$ cat src/hdl/dpcsr_map.vh
// Purpose: Constants for the dual-port configuration and session bank
// Assumes: 4-bit register index shared by the I2C and contactless ports
// Notes:   Indices 0-6 hold configuration bytes, 8-e session bytes
//
// Behaviour
// - Watchdog high config resets 08h; writing it activates high and low.
// - Stretch config bit 0 enables clock stretching, default 1, both ports.
// - Lock bit 1 set blocks I2C config writes, never clears.
// - Lock bit 0 set blocks contactless config writes, never clears.
// - Both locks set freeze config; else that port may edit locks.
// - Session bytes read-only from contactless; I2C writes override config.
// - Session control field layout: bits 7,6,5-4,3-2,1,0.
// - Pass-through enable clears when either interface goes inactive.
// - Mirror enable clears when supply power is lost.
// - Session stretch bits 7-2 read zero, bit 0 mirrors, read-only.
// - Session stretch bit 1 shows authentication attempts exhausted.
// - Status bit 7 sets after full message read, clears on read.
// - Status bit 6 shows I2C owns memory; I2C may release it.
// - Status bit 5 shows contactless side owns memory.
// - Status bits 4 and 3 show buffer data waiting per side.
// - Status bit 2 sets on write failure until I2C writes zero.
// - Status bit 1 reads one while memory write is busy.
// - Status bit 0 reads one while carrier field is present.
// - Watchdog reload defaults 848h, range 0001h to FFFFh.
// - Watchdog expiry releases I2C ownership after transaction ends.
// - Field-presence assert mode releases detect output on I2C status read.
`ifndef DPCSR_MAP_VH
`define DPCSR_MAP_VH

// ------------------------------------------------------------
// Register indices
// ------------------------------------------------------------
`define DPCSR_CFG_CTRL    4'h0
`define DPCSR_CFG_LAST    4'h1
`define DPCSR_CFG_MIRR    4'h2
`define DPCSR_CFG_WDTL    4'h3
`define DPCSR_CFG_WDTH    4'h4
`define DPCSR_CFG_STR     4'h5
`define DPCSR_CFG_LOCK    4'h6
`define DPCSR_SES_CTRL    4'h8
`define DPCSR_SES_LAST    4'h9
`define DPCSR_SES_MIRR    4'ha
`define DPCSR_SES_WDTL    4'hb
`define DPCSR_SES_WDTH    4'hc
`define DPCSR_SES_STR     4'hd
`define DPCSR_SES_STAT    4'he

// ------------------------------------------------------------
// Reset values
// ------------------------------------------------------------
`define DPCSR_RST_LAST    8'h00
`define DPCSR_RST_MIRR    8'hf8
`define DPCSR_RST_WDTL    8'h48
`define DPCSR_RST_WDTH    8'h08
`define DPCSR_RST_STR     1'h1
`define DPCSR_WDT_MIN     16'h0001
`define DPCSR_ZERO8       8'h00

// ------------------------------------------------------------
// Field positions
// ------------------------------------------------------------
`define DPCSR_CTRL_RST    7
`define DPCSR_CTRL_PTHRU  6
`define DPCSR_CTRL_FDOFF  5:4
`define DPCSR_CTRL_FDON   3:2
`define DPCSR_CTRL_MIRR   1
`define DPCSR_CTRL_DIR    0
`define DPCSR_FDON_FIELD  2'h0
`define DPCSR_LOCK_I2C    1
`define DPCSR_LOCK_NFC    0
`define DPCSR_STR_EN      0
`define DPCSR_STR_AUTH    1
`define DPCSR_ST_MSGRD    7
`define DPCSR_ST_I2COWN   6
`define DPCSR_ST_WRERR    2

`endif

$ cat src/hdl/dpcsr_regs.v
// Purpose: Configuration and session register bank, two access ports
// Assumes: Both ports are synchronous to clk, accesses are one-cycle strobes
// Notes:   Read data appears one cycle after the read strobe
`timescale 1ns/1ps
`include "dpcsr_map.vh"
module dpcsr_regs
#(
   parameter [7:0] CFG_CTRL_RST = 8'h01
)
(
   input  wire       clk,
   input  wire       rst,
   input  wire       i2cWrEn,
   input  wire       i2cRdEn,
   input  wire [3:0] i2cAddr,
   input  wire [7:0] i2cWrData,
   output reg  [7:0] i2cRdData,
   input  wire       nfcWrEn,
   input  wire       nfcRdEn,
   input  wire [3:0] nfcAddr,
   input  wire [7:0] nfcWrData,
   output reg  [7:0] nfcRdData,
   output wire       bankReady,
   input  wire       nfcActive,
   input  wire       i2cActive,
   input  wire       vccPresent,
   input  wire       authExhausted,
   input  wire       msgReadDone,
   input  wire       i2cTakeMem,
   input  wire       rfOwnsMem,
   input  wire       bufReadyI2c,
   input  wire       bufReadyNfc,
   input  wire       memWrFail,
   input  wire       memWrBusy,
   input  wire       fieldPresent,
   input  wire       wdtExpired,
   input  wire       i2cBusy,
   output wire [7:0] sessionControl,
   output wire [7:0] lastMessageBlock,
   output wire [7:0] mirrorBlock,
   output wire [15:0] watchdogReload,
   output wire       clockStretchEnable,
   output wire       i2cOwnsMem,
   output wire       configFrozen,
   output reg        detectRelease
);

   // ------------------------------------------------------------
   // Power-up load sequencer
   // ------------------------------------------------------------
   localparam ST_LOAD = 1'b0;
   localparam ST_RUN  = 1'b1;

   reg state_ff;

   always @(posedge clk)
   begin
      if (rst)
         state_ff <= ST_LOAD;
      else
      begin
         case (state_ff)
            ST_LOAD: state_ff <= ST_RUN;
            default: state_ff <= ST_RUN;
         endcase
      end
   end

   wire loading = (state_ff == ST_LOAD);
   assign bankReady = ~loading;

   // ------------------------------------------------------------
   // Write qualification
   // ------------------------------------------------------------
   wire lockI2c;
   wire lockNfc;
   wire i2cWr = i2cWrEn & bankReady;
   wire nfcWr = nfcWrEn & bankReady;
   wire i2cRd = i2cRdEn & bankReady;
   wire nfcRd = nfcRdEn & bankReady;

   wire cfgWrI2c = i2cWr & ~lockI2c;
   wire cfgWrNfc = nfcWr & ~lockNfc;
   wire cfgWr    = cfgWrI2c | cfgWrNfc;
   wire [3:0] cfgAddr = cfgWrI2c ? i2cAddr : nfcAddr;
   wire [7:0] cfgData = cfgWrI2c ? i2cWrData : nfcWrData;

   assign configFrozen = lockI2c & lockNfc;

   // ------------------------------------------------------------
   // Configuration bytes
   // ------------------------------------------------------------
   reg [7:0] cfgCtrl_ff;
   reg [7:0] cfgLast_ff;
   reg [7:0] cfgMirr_ff;
   reg [7:0] cfgWdtl_ff;
   reg [7:0] cfgWdth_ff;
   reg       cfgStr_ff;

   always @(posedge clk)
   begin
      if (rst)
      begin
         cfgCtrl_ff <= CFG_CTRL_RST;
         cfgLast_ff <= `DPCSR_RST_LAST;
         cfgMirr_ff <= `DPCSR_RST_MIRR;
         cfgWdtl_ff <= `DPCSR_RST_WDTL;
         cfgWdth_ff <= `DPCSR_RST_WDTH;
         cfgStr_ff  <= `DPCSR_RST_STR;
      end
      else if (cfgWr)
      begin
         if (cfgAddr == `DPCSR_CFG_CTRL)
            cfgCtrl_ff <= cfgData;
         else if (cfgAddr == `DPCSR_CFG_LAST)
            cfgLast_ff <= cfgData;
         else if (cfgAddr == `DPCSR_CFG_MIRR)
            cfgMirr_ff <= cfgData;
         else if (cfgAddr == `DPCSR_CFG_WDTL)
            cfgWdtl_ff <= cfgData;
         else if (cfgAddr == `DPCSR_CFG_WDTH)
            cfgWdth_ff <= cfgData;
         else if (cfgAddr == `DPCSR_CFG_STR)
            cfgStr_ff <= cfgData[`DPCSR_STR_EN];
      end
   end

   assign clockStretchEnable = cfgStr_ff;

   // ------------------------------------------------------------
   // One-time lock bits
   // ------------------------------------------------------------
   wire lockWrI2c = cfgWrI2c & (i2cAddr == `DPCSR_CFG_LOCK);
   wire lockWrNfc = cfgWrNfc & ~cfgWrI2c &
                    (nfcAddr == `DPCSR_CFG_LOCK);
   wire lockWr = lockWrI2c | lockWrNfc;

   dpcsr_sticky_bit u_lock_i2c
   (
      .clk      (clk),
      .rst      (rst),
      .setPulse (lockWr & cfgData[`DPCSR_LOCK_I2C]),
      .clrPulse (1'b0),
      .flag     (lockI2c)
   );

   dpcsr_sticky_bit u_lock_nfc
   (
      .clk      (clk),
      .rst      (rst),
      .setPulse (lockWr & cfgData[`DPCSR_LOCK_NFC]),
      .clrPulse (1'b0),
      .flag     (lockNfc)
   );

   // ------------------------------------------------------------
   // Session bytes, written from I2C only
   // ------------------------------------------------------------
   reg [7:0] sesCtrl_ff;
   reg [7:0] sesLast_ff;
   reg [7:0] sesMirr_ff;
   reg [7:0] sesWdtl_ff;
   reg [7:0] sesWdth_ff;
   reg [7:0] nxt_sesCtrl;

   wire sesWr = i2cWr;

   always @*
   begin
      nxt_sesCtrl = sesCtrl_ff;
      if (sesWr && i2cAddr == `DPCSR_SES_CTRL)
         nxt_sesCtrl = i2cWrData;
      if (~nfcActive | ~i2cActive)
         nxt_sesCtrl[`DPCSR_CTRL_PTHRU] = 1'b0;
      if (~vccPresent)
         nxt_sesCtrl[`DPCSR_CTRL_MIRR] = 1'b0;
   end

   always @(posedge clk)
   begin
      if (rst)
      begin
         sesCtrl_ff <= `DPCSR_ZERO8;
         sesLast_ff <= `DPCSR_ZERO8;
         sesMirr_ff <= `DPCSR_ZERO8;
         sesWdtl_ff <= `DPCSR_ZERO8;
         sesWdth_ff <= `DPCSR_ZERO8;
      end
      else if (loading)
      begin
         sesCtrl_ff <= cfgCtrl_ff;
         sesLast_ff <= cfgLast_ff;
         sesMirr_ff <= cfgMirr_ff;
         sesWdtl_ff <= cfgWdtl_ff;
         sesWdth_ff <= cfgWdth_ff;
      end
      else
      begin
         sesCtrl_ff <= nxt_sesCtrl;
         if (sesWr)
         begin
            if (i2cAddr == `DPCSR_SES_LAST)
               sesLast_ff <= i2cWrData;
            else if (i2cAddr == `DPCSR_SES_MIRR)
               sesMirr_ff <= i2cWrData;
            else if (i2cAddr == `DPCSR_SES_WDTL)
               sesWdtl_ff <= i2cWrData;
            else if (i2cAddr == `DPCSR_SES_WDTH)
               sesWdth_ff <= i2cWrData;
         end
      end
   end

   assign sessionControl   = sesCtrl_ff;
   assign lastMessageBlock = sesLast_ff;
   assign mirrorBlock      = sesMirr_ff;

   // ------------------------------------------------------------
   // Watchdog reload, taken on a high-byte write
   // ------------------------------------------------------------
   reg  [15:0] wdtReload_ff;
   reg  [15:0] nxt_wdtReload;

   always @*
   begin
      nxt_wdtReload = wdtReload_ff;
      if (loading)
         nxt_wdtReload = {cfgWdth_ff, cfgWdtl_ff};
      else if (sesWr && i2cAddr == `DPCSR_SES_WDTH)
         nxt_wdtReload = {i2cWrData, sesWdtl_ff};
      else if (cfgWr && cfgAddr == `DPCSR_CFG_WDTH)
         nxt_wdtReload = {cfgData, cfgWdtl_ff};
      if (nxt_wdtReload < `DPCSR_WDT_MIN)
         nxt_wdtReload = `DPCSR_WDT_MIN;
   end

   always @(posedge clk)
   begin
      if (rst)
         wdtReload_ff <= {`DPCSR_RST_WDTH, `DPCSR_RST_WDTL};
      else
         wdtReload_ff <= nxt_wdtReload;
   end

   assign watchdogReload = wdtReload_ff;

   // ------------------------------------------------------------
   // Status flags
   // ------------------------------------------------------------
   wire msgRead;
   wire wrErr;
   wire statRdI2c = i2cRd & (i2cAddr == `DPCSR_SES_STAT);
   wire statRdNfc = nfcRd & (nfcAddr == `DPCSR_SES_STAT);
   wire statWrI2c = i2cWr & (i2cAddr == `DPCSR_SES_STAT);
   reg  wdtPend_ff;

   dpcsr_sticky_bit u_msg_read
   (
      .clk      (clk),
      .rst      (rst),
      .setPulse (msgReadDone),
      .clrPulse (statRdI2c | statRdNfc),
      .flag     (msgRead)
   );

   // Expiry waits for the running I2C transaction to end
   always @(posedge clk)
   begin
      if (rst)
         wdtPend_ff <= 1'b0;
      else if (wdtExpired & i2cBusy)
         wdtPend_ff <= 1'b1;
      else if (~i2cBusy)
         wdtPend_ff <= 1'b0;
   end

   wire wdtRelease = (wdtExpired | wdtPend_ff) & ~i2cBusy;
   wire hostRelease = statWrI2c & ~i2cWrData[`DPCSR_ST_I2COWN];

   dpcsr_sticky_bit u_i2c_own
   (
      .clk      (clk),
      .rst      (rst),
      .setPulse (i2cTakeMem),
      .clrPulse (hostRelease | wdtRelease),
      .flag     (i2cOwnsMem)
   );

   dpcsr_sticky_bit u_wr_err
   (
      .clk      (clk),
      .rst      (rst),
      .setPulse (memWrFail),
      .clrPulse (statWrI2c & ~i2cWrData[`DPCSR_ST_WRERR]),
      .flag     (wrErr)
   );

   reg [4:0] stLevels_ff;
   reg       authDone_ff;

   always @(posedge clk)
   begin
      if (rst)
      begin
         stLevels_ff <= 5'h00;
         authDone_ff <= 1'b0;
      end
      else
      begin
         stLevels_ff <= {rfOwnsMem, bufReadyI2c, bufReadyNfc,
                         memWrBusy, fieldPresent};
         authDone_ff <= authExhausted;
      end
   end

   wire [7:0] statusByte = {msgRead, i2cOwnsMem, stLevels_ff[4:2],
                            wrErr, stLevels_ff[1:0]};
   wire [7:0] strByte = {6'h00, authDone_ff, cfgStr_ff};

   // ------------------------------------------------------------
   // Read mux
   // ------------------------------------------------------------
   function [7:0] rd_mux;
      input [3:0] a;
      begin
         if (a == `DPCSR_CFG_CTRL)
            rd_mux = cfgCtrl_ff;
         else if (a == `DPCSR_CFG_LAST)
            rd_mux = cfgLast_ff;
         else if (a == `DPCSR_CFG_MIRR)
            rd_mux = cfgMirr_ff;
         else if (a == `DPCSR_CFG_WDTL)
            rd_mux = cfgWdtl_ff;
         else if (a == `DPCSR_CFG_WDTH)
            rd_mux = cfgWdth_ff;
         else if (a == `DPCSR_CFG_STR)
            rd_mux = {7'h00, cfgStr_ff};
         else if (a == `DPCSR_CFG_LOCK)
            rd_mux = {6'h00, lockI2c, lockNfc};
         else if (a == `DPCSR_SES_CTRL)
            rd_mux = sesCtrl_ff;
         else if (a == `DPCSR_SES_LAST)
            rd_mux = sesLast_ff;
         else if (a == `DPCSR_SES_MIRR)
            rd_mux = sesMirr_ff;
         else if (a == `DPCSR_SES_WDTL)
            rd_mux = sesWdtl_ff;
         else if (a == `DPCSR_SES_WDTH)
            rd_mux = sesWdth_ff;
         else if (a == `DPCSR_SES_STR)
            rd_mux = strByte;
         else if (a == `DPCSR_SES_STAT)
            rd_mux = statusByte;
         else
            rd_mux = `DPCSR_ZERO8;
      end
   endfunction

   always @(posedge clk)
   begin
      if (rst)
      begin
         i2cRdData     <= `DPCSR_ZERO8;
         nfcRdData     <= `DPCSR_ZERO8;
         detectRelease <= 1'b0;
      end
      else
      begin
         if (i2cRd)
            i2cRdData <= rd_mux(i2cAddr);
         if (nfcRd)
            nfcRdData <= rd_mux(nfcAddr);
         detectRelease <= statRdI2c &
            (sesCtrl_ff[`DPCSR_CTRL_FDON] == `DPCSR_FDON_FIELD);
      end
   end

endmodule

$ cat src/hdl/dpcsr_sticky_bit.v
// Purpose: One flag set by hardware and cleared by an access
// Assumes: Set and clear are one-cycle pulses
// Notes:   Set wins over a clear in the same cycle
`timescale 1ns/1ps
module dpcsr_sticky_bit
#(
   parameter RST_VAL = 1'b0
)
(
   input  wire clk,
   input  wire rst,
   input  wire setPulse,
   input  wire clrPulse,
   output wire flag
);

   reg flag_ff;

   always @(posedge clk)
   begin
      if (rst)
         flag_ff <= RST_VAL;
      else if (setPulse)
         flag_ff <= 1'b1;
      else if (clrPulse)
         flag_ff <= 1'b0;
   end

   assign flag = flag_ff;

endmodule

$ cat config.mk
export PLATFORM = sky130hd
export DESIGN_NAME = dpcsr_regs
export DESIGN_NICKNAME = d
export VERILOG_FILES = /design/src/hdl/dpcsr_regs.v /design/src/hdl/dpcsr_sticky_bit.v
export VERILOG_INCLUDE_DIRS = /design/src /design/src/hdl
export SDC_FILE = /design/constraint.sdc
export NUM_CORES = 1
export LEC_CHECK = 0
export BUFFER_PORTS_ARGS = -buffer_cell sky130_fd_sc_hd__buf_2
export CAP_MARGIN = 5
export CELL_PAD_IN_SITES_DETAIL_PLACEMENT = 0
export CELL_PAD_IN_SITES_GLOBAL_PLACEMENT = 1
export CORE_MARGIN = 8
export CORE_UTILIZATION = 40
export CTS_CLUSTER_DIAMETER = 30
export CTS_CLUSTER_SIZE = 12
export DETAILED_ROUTE_END_ITERATION = 10
export PLACE_DENSITY = 0.74
export SLEW_MARGIN = 40
export SYNTH_ARGS = -nofsm -noshare
export SYNTH_HDL_FRONTEND = slang
export SYNTH_SLANG_ARGS = --single-unit
$ cat constraint.sdc
create_clock -name clk -period 2.82 [get_ports clk]
set_input_delay 0.564 -clock clk [delete_from_list [all_inputs] [get_ports clk]]
set_output_delay 0.564 -clock clk [all_outputs]
set_load 0.1 [all_outputs]
* After elaboration in Yosys (flattened, before gate mapping)
Index checks and enable logic that the tools add are counted.
Operators by class: mux-type cells 65, bitwise logic cells 39, $lt $le $gt $ge 1, equality and inequality tests 43, reduce and logical (&&, ||, !) cells 21
Operators with widths (count):
- $mux W8 | 49
- $eq A4 B4 Y1 const B | 14
- $mux W16 | 3
- $eq A4 B3 Y1 const B | 8
- $eq A4 B2 Y1 const B | 6
- $and A1 B1 Y1 | 20
- $lt A16 B1 Y1 const B | 1
- $ne A2 B1 Y1 const B | 7
- $not A1 Y1 | 13
- $eq A4 B1 Y1 const B | 3
- $logic_not A4 Y1 | 3
- $mux W12 | 1
- $mux W1 | 11
- $reduce_and A5 Y1 | 2
- $reduce_and A4 Y1 | 2
- $reduce_and A7 Y1 | 1
- $ne A2 B2 Y1 const B | 3
- $or A1 B1 Y1 | 6
- $reduce_and A3 Y1 | 2
- $reduce_and A6 Y1 | 1
- $reduce_bool A2 Y1 | 3
- $mux W4 | 1
- $reduce_and A2 Y1 | 2
- $logic_and A1 B1 Y1 | 3
- other kinds (4) | 4
Storage, ports and cells: register bits 127, bits of input ports 44, word-level logic and storage cells 196, output and inout port bits 61

* Depth between registers and ports, before layout
Gate-level depths: netlist of run 1.
depth in word-level cells 15, gate-level depth with buffers 10, depth with buffers taken out 8

* Modules after synthesis
Synthesis of run 1 repeated with hierarchy kept, for this count alone.
Unflattened totals: cells, all modules 866, area total of the unflattened synthesis 6995.5 µm²
By module, submodules not included:
- dpcsr_regs | seq. area each 2442.3 µm², instances 1, cells an instance 846, area an instance 6801.5 µm²
- dpcsr_sticky_bit | seq. area each 20.0 µm², instances 5, cells an instance 4, area an instance 38.8 µm²

* Least setup slack after synthesis of run 1
No wires, ideal clock.
path kind register -> register, start point register state_ff (netlist: bankReady), end point register wdtReload_ff[0] (netlist: watchdogReload[0]), path buffers 1, arrival 2.642 ns, stages on the path, launching flop included 10, library setup time 0.088 ns, setup slack 0.090 ns, cell sequence dfxtp_1 > nand3b_1 > buf_4 > nor4_4 > o21ai_2 > nand3_2 > o21ai_2 > a2111oi_2 > nand4_1 > o32ai_2
On the way: cells in the longest elaborated chain, start to end 10, elaborated cells on any way between the ends 15, those cells by class order compare (1); eq/ne (1); mux (6); bitwise (5); reduce/logical (2)
RTL lines:
- from (decl) | line dpcsr_regs.v:54 | reg state_ff;
- from (signal assigned) | line dpcsr_regs.v:59 | state_ff <= ST_LOAD;
- from (signal assigned) | line dpcsr_regs.v:63 | ST_LOAD: state_ff <= ST_RUN;
- from (signal assigned) | line dpcsr_regs.v:64 | default: state_ff <= ST_RUN;
- $and A1 B1 Y1 | line dpcsr_regs.v:77 | wire i2cWr = i2cWrEn & bankReady;
- $and A1 B1 Y1 | line dpcsr_regs.v:82 | wire cfgWrI2c = i2cWr & ~lockI2c;
- $mux W4 | line dpcsr_regs.v:85 | wire [3:0] cfgAddr = cfgWrI2c ? i2cAddr : nfcAddr;
- $eq A4 B3 Y1 (no line)
- $logic_and A1 B1 Y1 (no line)
- $mux W16 | line dpcsr_regs.v:231 | else if (cfgWr && cfgAddr == `DPCSR_CFG_WDTH)
- $mux W16 | line dpcsr_regs.v:229 | else if (sesWr && i2cAddr == `DPCSR_SES_WDTH)
- $mux W16 (*) | line dpcsr_regs.v:227 | if (loading)
- $lt A16 B1 Y1 (no line)
- $mux W12 (*) | line dpcsr_regs.v:233 | if (nxt_wdtReload < `DPCSR_WDT_MIN)
- to (signal assigned) | line dpcsr_regs.v:240 | wdtReload_ff <= {`DPCSR_RST_WDTH, `DPCSR_RST_WDTL};
- to (signal assigned) | line dpcsr_regs.v:242 | wdtReload_ff <= nxt_wdtReload;
- to (decl) | line dpcsr_regs.v:221 | reg [15:0] wdtReload_ff;
Mark *: on every way between the ends. The rest lies on a longest branch, timed or not. A chain may end at the register's enable or synchronous reset.

* Worst setup path after layout of run 1
Ends and elaborated chain as after synthesis.

==> summary.txt, run 1 <==
Finish
  – Highest-count cells in the layout ignoring fill and taps: dfxtp_1 (126), nor2_1 (121), buf_2 (103)
  – Layout area overhead: 22.71%
  – Share of cells above drive strength 1: a little under a quarter
  – Final core occ: between 40% and 50%
  – Commonest non-fill, non-tap cell in the layout: dfxtp_1
  – Fin nets: between 1,000 and 1,500
  – N_diodes: 0
  – Fillers: ~1,800
  – Final Cell Area: around 0.0089 mm²

Detailed routing
  – Via Count: 7,829
  – Drt initial violations: between 800 and 900
  – Pre-antenna DRT Iters: 6
  – Avg WL per Cell: 23.96 µm
  – Vias per cell: about 6.3
  – Final wirelength: a little under 30 mm
  – Remaining DRCs: 0
  – Post-route ant nets: 0

Worst setup path
  – Required time of the worst setup path: roughly 3.2 ns
  – Crit path buf inv count: 1
  – Family with the most delay on the worst path: compound AO/OA/AOI/OAI gates
  – Critical Path Fanout Max: 16
  – Crit path DAT: 2.77 ns
  – Peak per-stage delay on the critical path: 0.40 ns
  – Crit path launch type: register
  – Critical-path cell list: nand3b_1 -> mux2_2 -> o21a_2 -> buf_4 -> o221ai_1 -> a21oi_1 -> nor2_1 -> nand4_1 -> o32ai_2
  – Worst setup path class: reg -> reg
  – CP max-delay cell: mux2_2
  – Crit end category: register

Die
  – I/O pin count: roughly 110
  – Die X: between 150 and 200 µm
  – Die Ht: approximately 150 µm
  – Starting Density: between 40% and 50%
  – Total core area: 0.01790 mm²
  – DIE AREA: 0.02270 mm²
  – Std cell rows: between 40 and 50

Timing
  – RSZ-0062 raised after global routing: no
  – Setup TNS: 0 ns
  – Fin Clk Skew: approximately 0.0066 ns
  – Max Fclk: 412.8 MHz
  – Tmin final: roughly 2.4 ns
  – Max Slew Vio Count: 0
  – Slew @ Worst Pin: 0.7073 ns
  – Final Cycle Share: a little under nine tenths
  – Final setup fails: 0
  – Slew margin rel.: a little over half
  – Final hold viol count: 0

Clocking
  – H-Tree Depth: 4
  – Worst-Skew Late Latency: between 0.4 and 0.5 ns
  – Post-CTS sizing: 0
  – Sink Count: 127
  – Total setup buffers inserted after CTS: 0
  – TritonCTS clock tree: built
  – Cts bufs inserted: 17
  – Clock buffer depth: 2
  – Worst-path clk slew: roughly 0.060 ns
  – CTS Root Cell: clkbuf_16
  – Hold_buf cts: 0

Pwr
  – Pint: ~0.0037 W
  – Max VDD drop: between 400 and 500 µV
  – Clk pwr share: 45.9%
  – Reg power frac: between 30% and 40%
  – Pwr/cell area: between 600 and 700 mW/mm²
  – Combinational power share: 18.0%
  – Leak Pwr: ~3.7 nW
  – Switching part of the total power: between 30% and 40%
  – Switching Power: approximately 0.0017 W

GRT
  – Global Route Usage Sum: between 20% and 30%
  – Vias in the first global route: 7,340
  – First-pass GRT wire length: between 40 and 50 mm
  – M2 GR Usage: 40.40%
  – Met1 Resource Use GR: between 30% and 40%
  – GRT met3 Usage: 5.440%
  – Largest net degree at the start of global routing: a little over 90
  – GRT Residual Overflow: 0
  – Most Crowded Layer GR: met2
  – Antenna violations before repair: 0

Yosys
  – Library cells used by synthesis: between 60 and 70
  – Yosys reg bits: 127
  – Main flop type after synthesis: dfxtp_1
  – FFs w/ async S/R, synth: 0%
  – Register area share after synthesis: between 30% and 40%
  – Yosys top cell by area: dfxtp_1
  – Top post-synthesis cells by area: dfxtp_1 (35%), mux2i_1 (8.4%), nor2_1 (6.3%), nand2_1 (5.1%), a211oi_1 (3.1%)
  – Synth Instances: 890
  – EDFF count, synth: 0
  – Yosys warns: 0
  – Syn_nets: 934
  – Synthesized area: 0.007254 mm²
  – Post-synth top area share: between 30% and 40%
  – Avg Synthesized Cell Area: 8.151 µm²

Job
  – Max Cap Viol: 0

Min path
  – Hold Crit Class: in -> reg

Place
  – GPL Wtd Cong: 1.002
  – DPL Wire Length: roughly 22 mm
  – Placed cell areas: ~0.008 mm²
  – I/O Buffers: 104

Outcome
  – Status: finished clean
[worst paths after layout]
path	to	cells past startpoint	start	slack, ns
hold reg to reg	nfcRdData[6]	2	nfcRdData[6]	0.44
setup / recovery	watchdogReload[0]	9	bankReady	0.40
hold / removal	stLevels_ff[3]	2	bufReadyI2c	0.34
setup reg to reg	watchdogReload[0]	9	bankReady	0.40
[cell usage after synthesis, drive strengths merged, types with 3 or more instances]
master,count
a211oi,30
a21boi,6
a21oi,44
a221o,7
a221oi,10
a22o,13
a22oi,29
a311oi,20
a31oi,10
and2,7
and3,3
buf,29
clkbuf,42
dfxtp,127
inv,14
mux2,13
mux2i,61
mux4,3
nand2,99
nand2b,7
nand3,27
nand3b,4
nand4,3
nor2,122
nor2b,17
nor3,12
nor3b,9
nor4,5
o211ai,10
o21a,3
o21ai,37
o221a,4
o221ai,6
o22a,3
o22ai,13
o2bb2ai,7
o31ai,6
o32ai,3
or3,8
[cells by family after synthesis]
logic type	Yosys count	synth area share (%)
AND/OR/NAND/NOR	331	21.70
multiplexers	77	11.37
flip-flops	127	35.05
AO/OA/AOI/OAI	270	26.96
buffers and inverters	85	4.933
[power groups by stage]
stage                     clock [W]  combinational (W)  sequential [W]
after floorplan                   0           0.000411         0.00223
after global placement            0           0.000956         0.00199
after detailed placement          0           0.000959         0.00198
after CTS                   0.00250           0.000962         0.00195
after global routing        0.00258            0.00102         0.00195
final                       0.00248           0.000972         0.00195
[final cells by class]
type	instances	area [µm²]	share of cell area, %
Inverter	14	52.55	0.5903
Multi-Input combinational cell	678	4354	48.91
Clock buffer	22	495.5	5.566
Sequential cell	127	2546	28.60
Tap cell	229	286.5	3.219
Clock inverter	10	171.4	1.926
Timing Repair Buffer	162	996.0	11.19
[stage by stage]
stage	worst slack [ns]	hold WS, ns	instances	power, W
3_5_place_dp	0.09282	0.4337	1210	0.002943
4_1_cts	0.4475	0.3347	1242	0.005409
5_1_grt	0.3270	0.3394	1242	0.005558
3_3_place_gp	0.1820	0.4310	1210	0.002944
2_1_floorplan	0.08966	0.4480	890	0.002640
6_report	0.3977	0.3397	1242	0.005402
[flip-flops by register name (all words and copies together), names as in the netlist, 5 cells and up]
name	count
cfgCtrl_ff	8
cfgLast_ff	8
cfgMirr_ff	8
cfgWdth_ff	8
cfgWdtl_ff	8
i2cRdData	8
lastMessageBlock	8
mirrorBlock	8
nfcRdData	8
sesWdth_ff	8
sesWdtl_ff	8
sessionControl	8
stLevels_ff	5
watchdogReload	16
[routing by layer]
| layer | up-vias | part of all wire [%] |
|---|---|---|
| met2 | 429 | 46 |
| met5 | - | 0 |
| met1 | 3799 | 43 |
| met3 | 57 | 8.6 |
| met4 | 0 | 3.2 |
| li1 | 3544 | - |
Power figures use the tool's default switching activity.
==> run 2: changes to the inputs <==
RECOVER_POWER = 50   (was unset)
==> run 2 against run 1 <==
Against the previous run: setup slack worse by 0.15 ns; flip-flop and latch count stayed put; clock skew is 0.00084 ns higher; core utilization is 0.56 points lower; global-route usage stayed put; critical path type unchanged; critical endpoint unchanged.
==> summary.txt, run 2 (synthesized netlist as in run 1, its figures left out) <==
Outcome
  – Status: finished clean

Timing
  – Final hold viol count: 0
  – Slew margin rel.: a little over a fifth
  – Final setup fails: 0
  – Setup TNS: 0 ns
  – Final Hold Slack: approximately 0.34 ns
  – Fin Clk Skew: 0.007416 ns
  – RSZ-0062 raised after global routing: no
  – Tmin final: between 2 and 3 ns
  – Max Fclk: 388.3 MHz
  – Max Slew Vio Count: 0
  – Slew @ Worst Pin: approximately 1.2 ns
  – Final Cycle Share: 91.33%

Place
  – Placed cell areas: approximately 0.0082 mm²
  – GPL Wtd Cong: 1.002
  – DPL Wire Length: around 22 mm
  – I/O Buffers: approximately 100

Finish
  – Final core occ: 49.17%
  – Highest-count cells in the layout ignoring fill and taps: dfxtp_1 (126), nor2_1 (122), nand2_1 (99)
  – N_diodes: 0
  – Fillers: around 1,800
  – Share of cells above drive strength 1: between 10% and 20%
  – Max FFs per register: 16
  – Final Cell Area: ~0.0088 mm²
  – Fin nets: 1,044
  – Commonest non-fill, non-tap cell in the layout: dfxtp_1
  – Layout area overhead: 21.33%

Clocking
  – Worst-Skew Late Latency: around 0.43 ns
  – Clock buffer depth: 2
  – Post-CTS sizing: 0
  – Sink Count: about 130
  – Cts bufs inserted: 17
  – CTS Root Cell: clkbuf_16
  – TritonCTS clock tree: built
  – Total setup buffers inserted after CTS: 0
  – Hold_buf cts: 0
  – Worst-path clk slew: roughly 0.060 ns
  – H-Tree Depth: 4

Detailed routing
  – Drt initial violations: between 800 and 900
  – Vias per cell: 6.275
  – Final wirelength: roughly 30 mm
  – Remaining DRCs: 0
  – Pre-antenna DRT Iters: 6
  – Avg WL per Cell: approximately 24 µm
  – Post-route ant nets: 0
  – Via Count: 7,793

GRT
  – Antenna violations before repair: 0
  – Global Route Usage Sum: a little over a quarter
  – First-pass GRT wire length: 44.62 mm
  – Vias in the first global route: about 7,300
  – GRT Residual Overflow: 0
  – Largest net degree at the start of global routing: 93

Die
  – Total core area: between 0.015 and 0.02 mm²
  – Die Ht: around 150 µm
  – Starting Density: 40.52%
  – Std cell rows: 49
  – DIE AREA: between 0.02 and 0.025 mm²
  – I/O pin count: approximately 110
  – Die X: approximately 150 µm

Worst setup path
  – Family with the most delay on the worst path: compound AO/OA/AOI/OAI gates
  – Crit end category: register
  – Critical-path cell list: nand3b_1 -> mux2_2 -> o21a_1 -> buf_4 -> o221ai_1 -> a21oi_1 -> nor2_1 -> nand4_1 -> o32ai_2
  – Peak per-stage delay on the critical path: 0.39 ns
  – Critical Path Fanout Max: 16
  – CP max-delay cell: mux2_2
  – Worst setup path class: reg -> reg
  – Crit path launch type: register
  – Crit path DAT: 2.92 ns
  – Required time of the worst setup path: ~3.2 ns
  – Crit path buf inv count: 1

Pwr
  – Max VDD drop: 395.8 µV
  – Leak Pwr: 3.532 nW
  – Pwr/cell area: slightly above 600 mW/mm²

Min path
  – Hold Crit Class: in -> reg

Job
  – Max Cap Viol: 0
-- run 2: report_power, final --
| part | internal (W) | switching, W |
|---|---|---|
| Sequential | 0.00186 | 0.0000861 |
| Combinational | 0.000253 | 0.000707 |
| Clock | 0.00161 | 0.000865 |
| Total | 0.00373 | 0.00166 |
-- run 2: layout make-up --
type                    instances  area (µm²)  area share (%)
well taps                     229       286.5           3.255
clock inverters                10       171.4           1.947
flip-flops and latches        127        2546           28.93
multi-input cells             678        4339           49.30
repair buffers                162       910.9           10.35
clock buffers                  22       495.5           5.629
inverters                      14       52.55          0.5970
-- run 2: worst paths after layout --
path,startpoint,to,slack [ns],depth (start not counted)
max reg2reg,bankReady,watchdogReload[0],0.24,9
min,bufReadyI2c,stLevels_ff[3],0.34,2
max,bankReady,watchdogReload[0],0.24,9
min reg2reg,nfcRdData[6],nfcRdData[6],0.44,2
-- run 2: worst reg2reg max path, stage by stage, from the launching register on --
cell,delay (ns)
dfxtp_4,0.37
nand3b_1,0.24
mux2_2,0.40
o21a_1,0.32
buf_4,0.27
o221ai_1,0.17
a21oi_1,0.11
nor2_1,0.18
nand4_1,0.14
o32ai_2,0.28
-- run 2: routing by layer --
layer  wire length (µm)  part of all wire, %  vias to the layer above  GRT usage, %
met4                870                  2.9                        0         9.847
met3               2478                  8.3                       55         5.440
li1                   -                    -                     3548             -
met1              12790                   43                     3771         34.91
met5                  0                    0                        -             0
met2              13570                   46                      419         40.40
-- run 2: per-stage QoR --
step	power, W	setup slack [ns]	std cells
after CTS	0.005409	0.4475	1242
after floorplan	0.002640	0.08966	890
final	0.005391	0.2445	1242
after global placement	0.002944	0.1820	1210
after detailed placement	0.002943	0.09282	1210
after global routing	0.005546	0.1645	1242
==> run 3: changes to the inputs <==
PLACE_DENSITY = unset   (was 0.74)
PLACE_DENSITY_LB_ADDON = 0.1   (was unset)
==> run 3 against run 2 <==
Against the previous run: core utilization shrank 0.45 points; register-to-register slack gained 0.12 ns; highest routed layer unchanged; critical path type is now in -> reg; largest cell class unchanged; die area is the same.
==> summary.txt, run 3 (synthesized netlist as in run 1, its figures left out) <==
Outcome
  – Status: finished clean

GRT
  – Vias in the first global route: between 7,000 and 8,000
  – Antenna violations before repair: 0
  – GRT Residual Overflow: 0
  – Global Route Usage Sum: a little under 30%
  – Largest net degree at the start of global routing: 93
  – First-pass GRT wire length: approximately 50 mm

Worst setup path
  – Most used cell, CP: clkbuf_1
  – Peak per-stage delay on the critical path: 0.50 ns
  – CP max-delay cell: clkbuf_1
  – Crit end category: register
  – Critical-path cell list: clkbuf_1 -> clkbuf_1 -> nand2_1 -> nor2_1 -> clkbuf_1 -> nand2_1 -> o211ai_1 -> o31ai_1 -> a221oi_1 -> a22o_1
  – Crit path launch type: input port
  – Crit path launch: i2cAddr[2]
  – Critical Path Fanout Max: 10
  – Required time of the worst setup path: around 3.2 ns
  – Family with the most delay on the worst path: buffers and inverters
  – Worst setup path class: in -> reg
  – Crit path buf inv count: 3
  – Crit path DAT: approximately 3.0 ns
  – FF-to-FF Start: u_lock_i2c.flag
  – Flop2flop setup slack: 0.36 ns

Pwr
  – Leak Pwr: ~3.5 nW
  – Max VDD drop: 385.5 µV
  – Pwr/cell area: 585.4 mW/mm²
  – Power Total: 0.005106 W

Timing
  – Final hold viol count: 0
  – Max Slew Vio Count: 0
  – Setup TNS: 0 ns
  – Tmin final: 2.597 ns
  – Max Fclk: 385.0 MHz
  – Final setup fails: 0
  – Fin Clk Skew: around 0.0097 ns
  – Slew margin rel.: a little over a fifth
  – Slew @ Worst Pin: 1.192 ns
  – RSZ-0062 raised after global routing: no
  – Final Cycle Share: 92.10%

Clocking
  – Worst-path clk slew: around 0.06 ns
  – Cts bufs inserted: 17
  – Total setup buffers inserted after CTS: 0
  – Hold_buf cts: 0
  – Worst-Skew Late Latency: ~0.44 ns
  – CTS Root Cell: clkbuf_16
  – H-Tree Depth: 4
  – Clock buffer depth: 2
  – TritonCTS clock tree: built
  – Sink Count: about 130
  – Post-CTS sizing: 0

Finish
  – Max FFs per register: 16
  – Fin nets: 1,052
  – Highest-count cells in the layout ignoring fill and taps: dfxtp_1 (126), nor2_1 (122), nand2_1 (99)
  – Layout area overhead: 20.23%
  – Seq. cell area: 0.002546 mm²
  – Share of cells above drive strength 1: 17.73%
  – Multi-input gate area: ~0.0043 mm²
  – Fillers: 1,827
  – Commonest non-fill, non-tap cell in the layout: dfxtp_1

Place
  – I/O Buffers: 104
  – GPL Wtd Cong: 0.9781
  – DPL Wire Length: between 20 and 30 mm

Die
  – Std cell rows: 49
  – Total core area: ~0.018 mm²
  – DIE AREA: roughly 0.023 mm²
  – I/O pin count: ~110
  – Die Ht: around 150 µm
  – Die X: ~150 µm
  – Starting Density: 40.52%

Detailed routing
  – Remaining DRCs: 0
  – Drt initial violations: 907
  – Pre-antenna DRT Iters: 6
  – Post-route ant nets: 0
  – Avg WL per Cell: about 26 µm
  – Vias per cell: between 6 and 7
  – Final wirelength: approximately 33 mm
  – Via Count: between 7,000 and 8,000

Job
  – Max Cap Viol: 0

Min path
  – Hold_sp: bufReadyI2c
  – Hold Crit Class: in -> reg
-- run 3: cell type report --
cell class	count	share of cell area, %
flip-flops and latches	127	29.19
diodes	1	0.02869
multi-input cells	678	49.53
well taps	229	3.285
repair buffers	170	10.89
inverters	14	0.6025
clock inverters	13	1.506
clock buffers	19	4.963
-- run 3: metrics by stage --
| step | std cells | instance area [µm²] | hold slack, ns | util (%) | setup WS (ns) |
|---|---|---|---|---|---|
| 3_3_place_gp | 1218 | 8283 | 0.4334 | 46.27 | 0.2052 |
| 4_1_cts | 1250 | 8847 | 0.3299 | 49.42 | 0.3884 |
| 2_1_floorplan | 890 | 7254 | 0.4480 | - | 0.08966 |
| 5_1_grt | 1250 | 8720 | 0.3355 | 48.71 | 0.1337 |
| 6_report | 1251 | 8722 | 0.3393 | 48.72 | 0.2227 |
| 3_5_place_dp | 1218 | 8283 | 0.4393 | 46.27 | 0.1943 |
-- run 3: power by group --
part | total (W) | leakage, nW | switching, W | internal [W]
clock network | 0.00217 | 0.260 | 0.000941 | 0.00123
registers | 0.00196 | 1.04 | 0.0000935 | 0.00186
logic | 0.000976 | 2.18 | 0.000722 | 0.000253
-- run 3: worst paths after layout --
check,end,cells past startpoint
setup / recovery,i2cRdData[5],10
hold / removal,stLevels_ff[3],2
setup reg to reg,watchdogReload[0],8
hold reg to reg,nfcRdData[6],2
-- run 3: layer usage --
| metal | up-vias | global-route usage (%) | routed length [µm] |
|---|---|---|---|
| met5 | - | 0 | 0 |
| met4 | 0 | 14.79 | 1416 |
| met3 | 81 | 6.192 | 2644 |
| met2 | 433 | 45.18 | 14900 |
| met1 | 3884 | 37.41 | 14040 |
| li1 | 3565 | - | - |
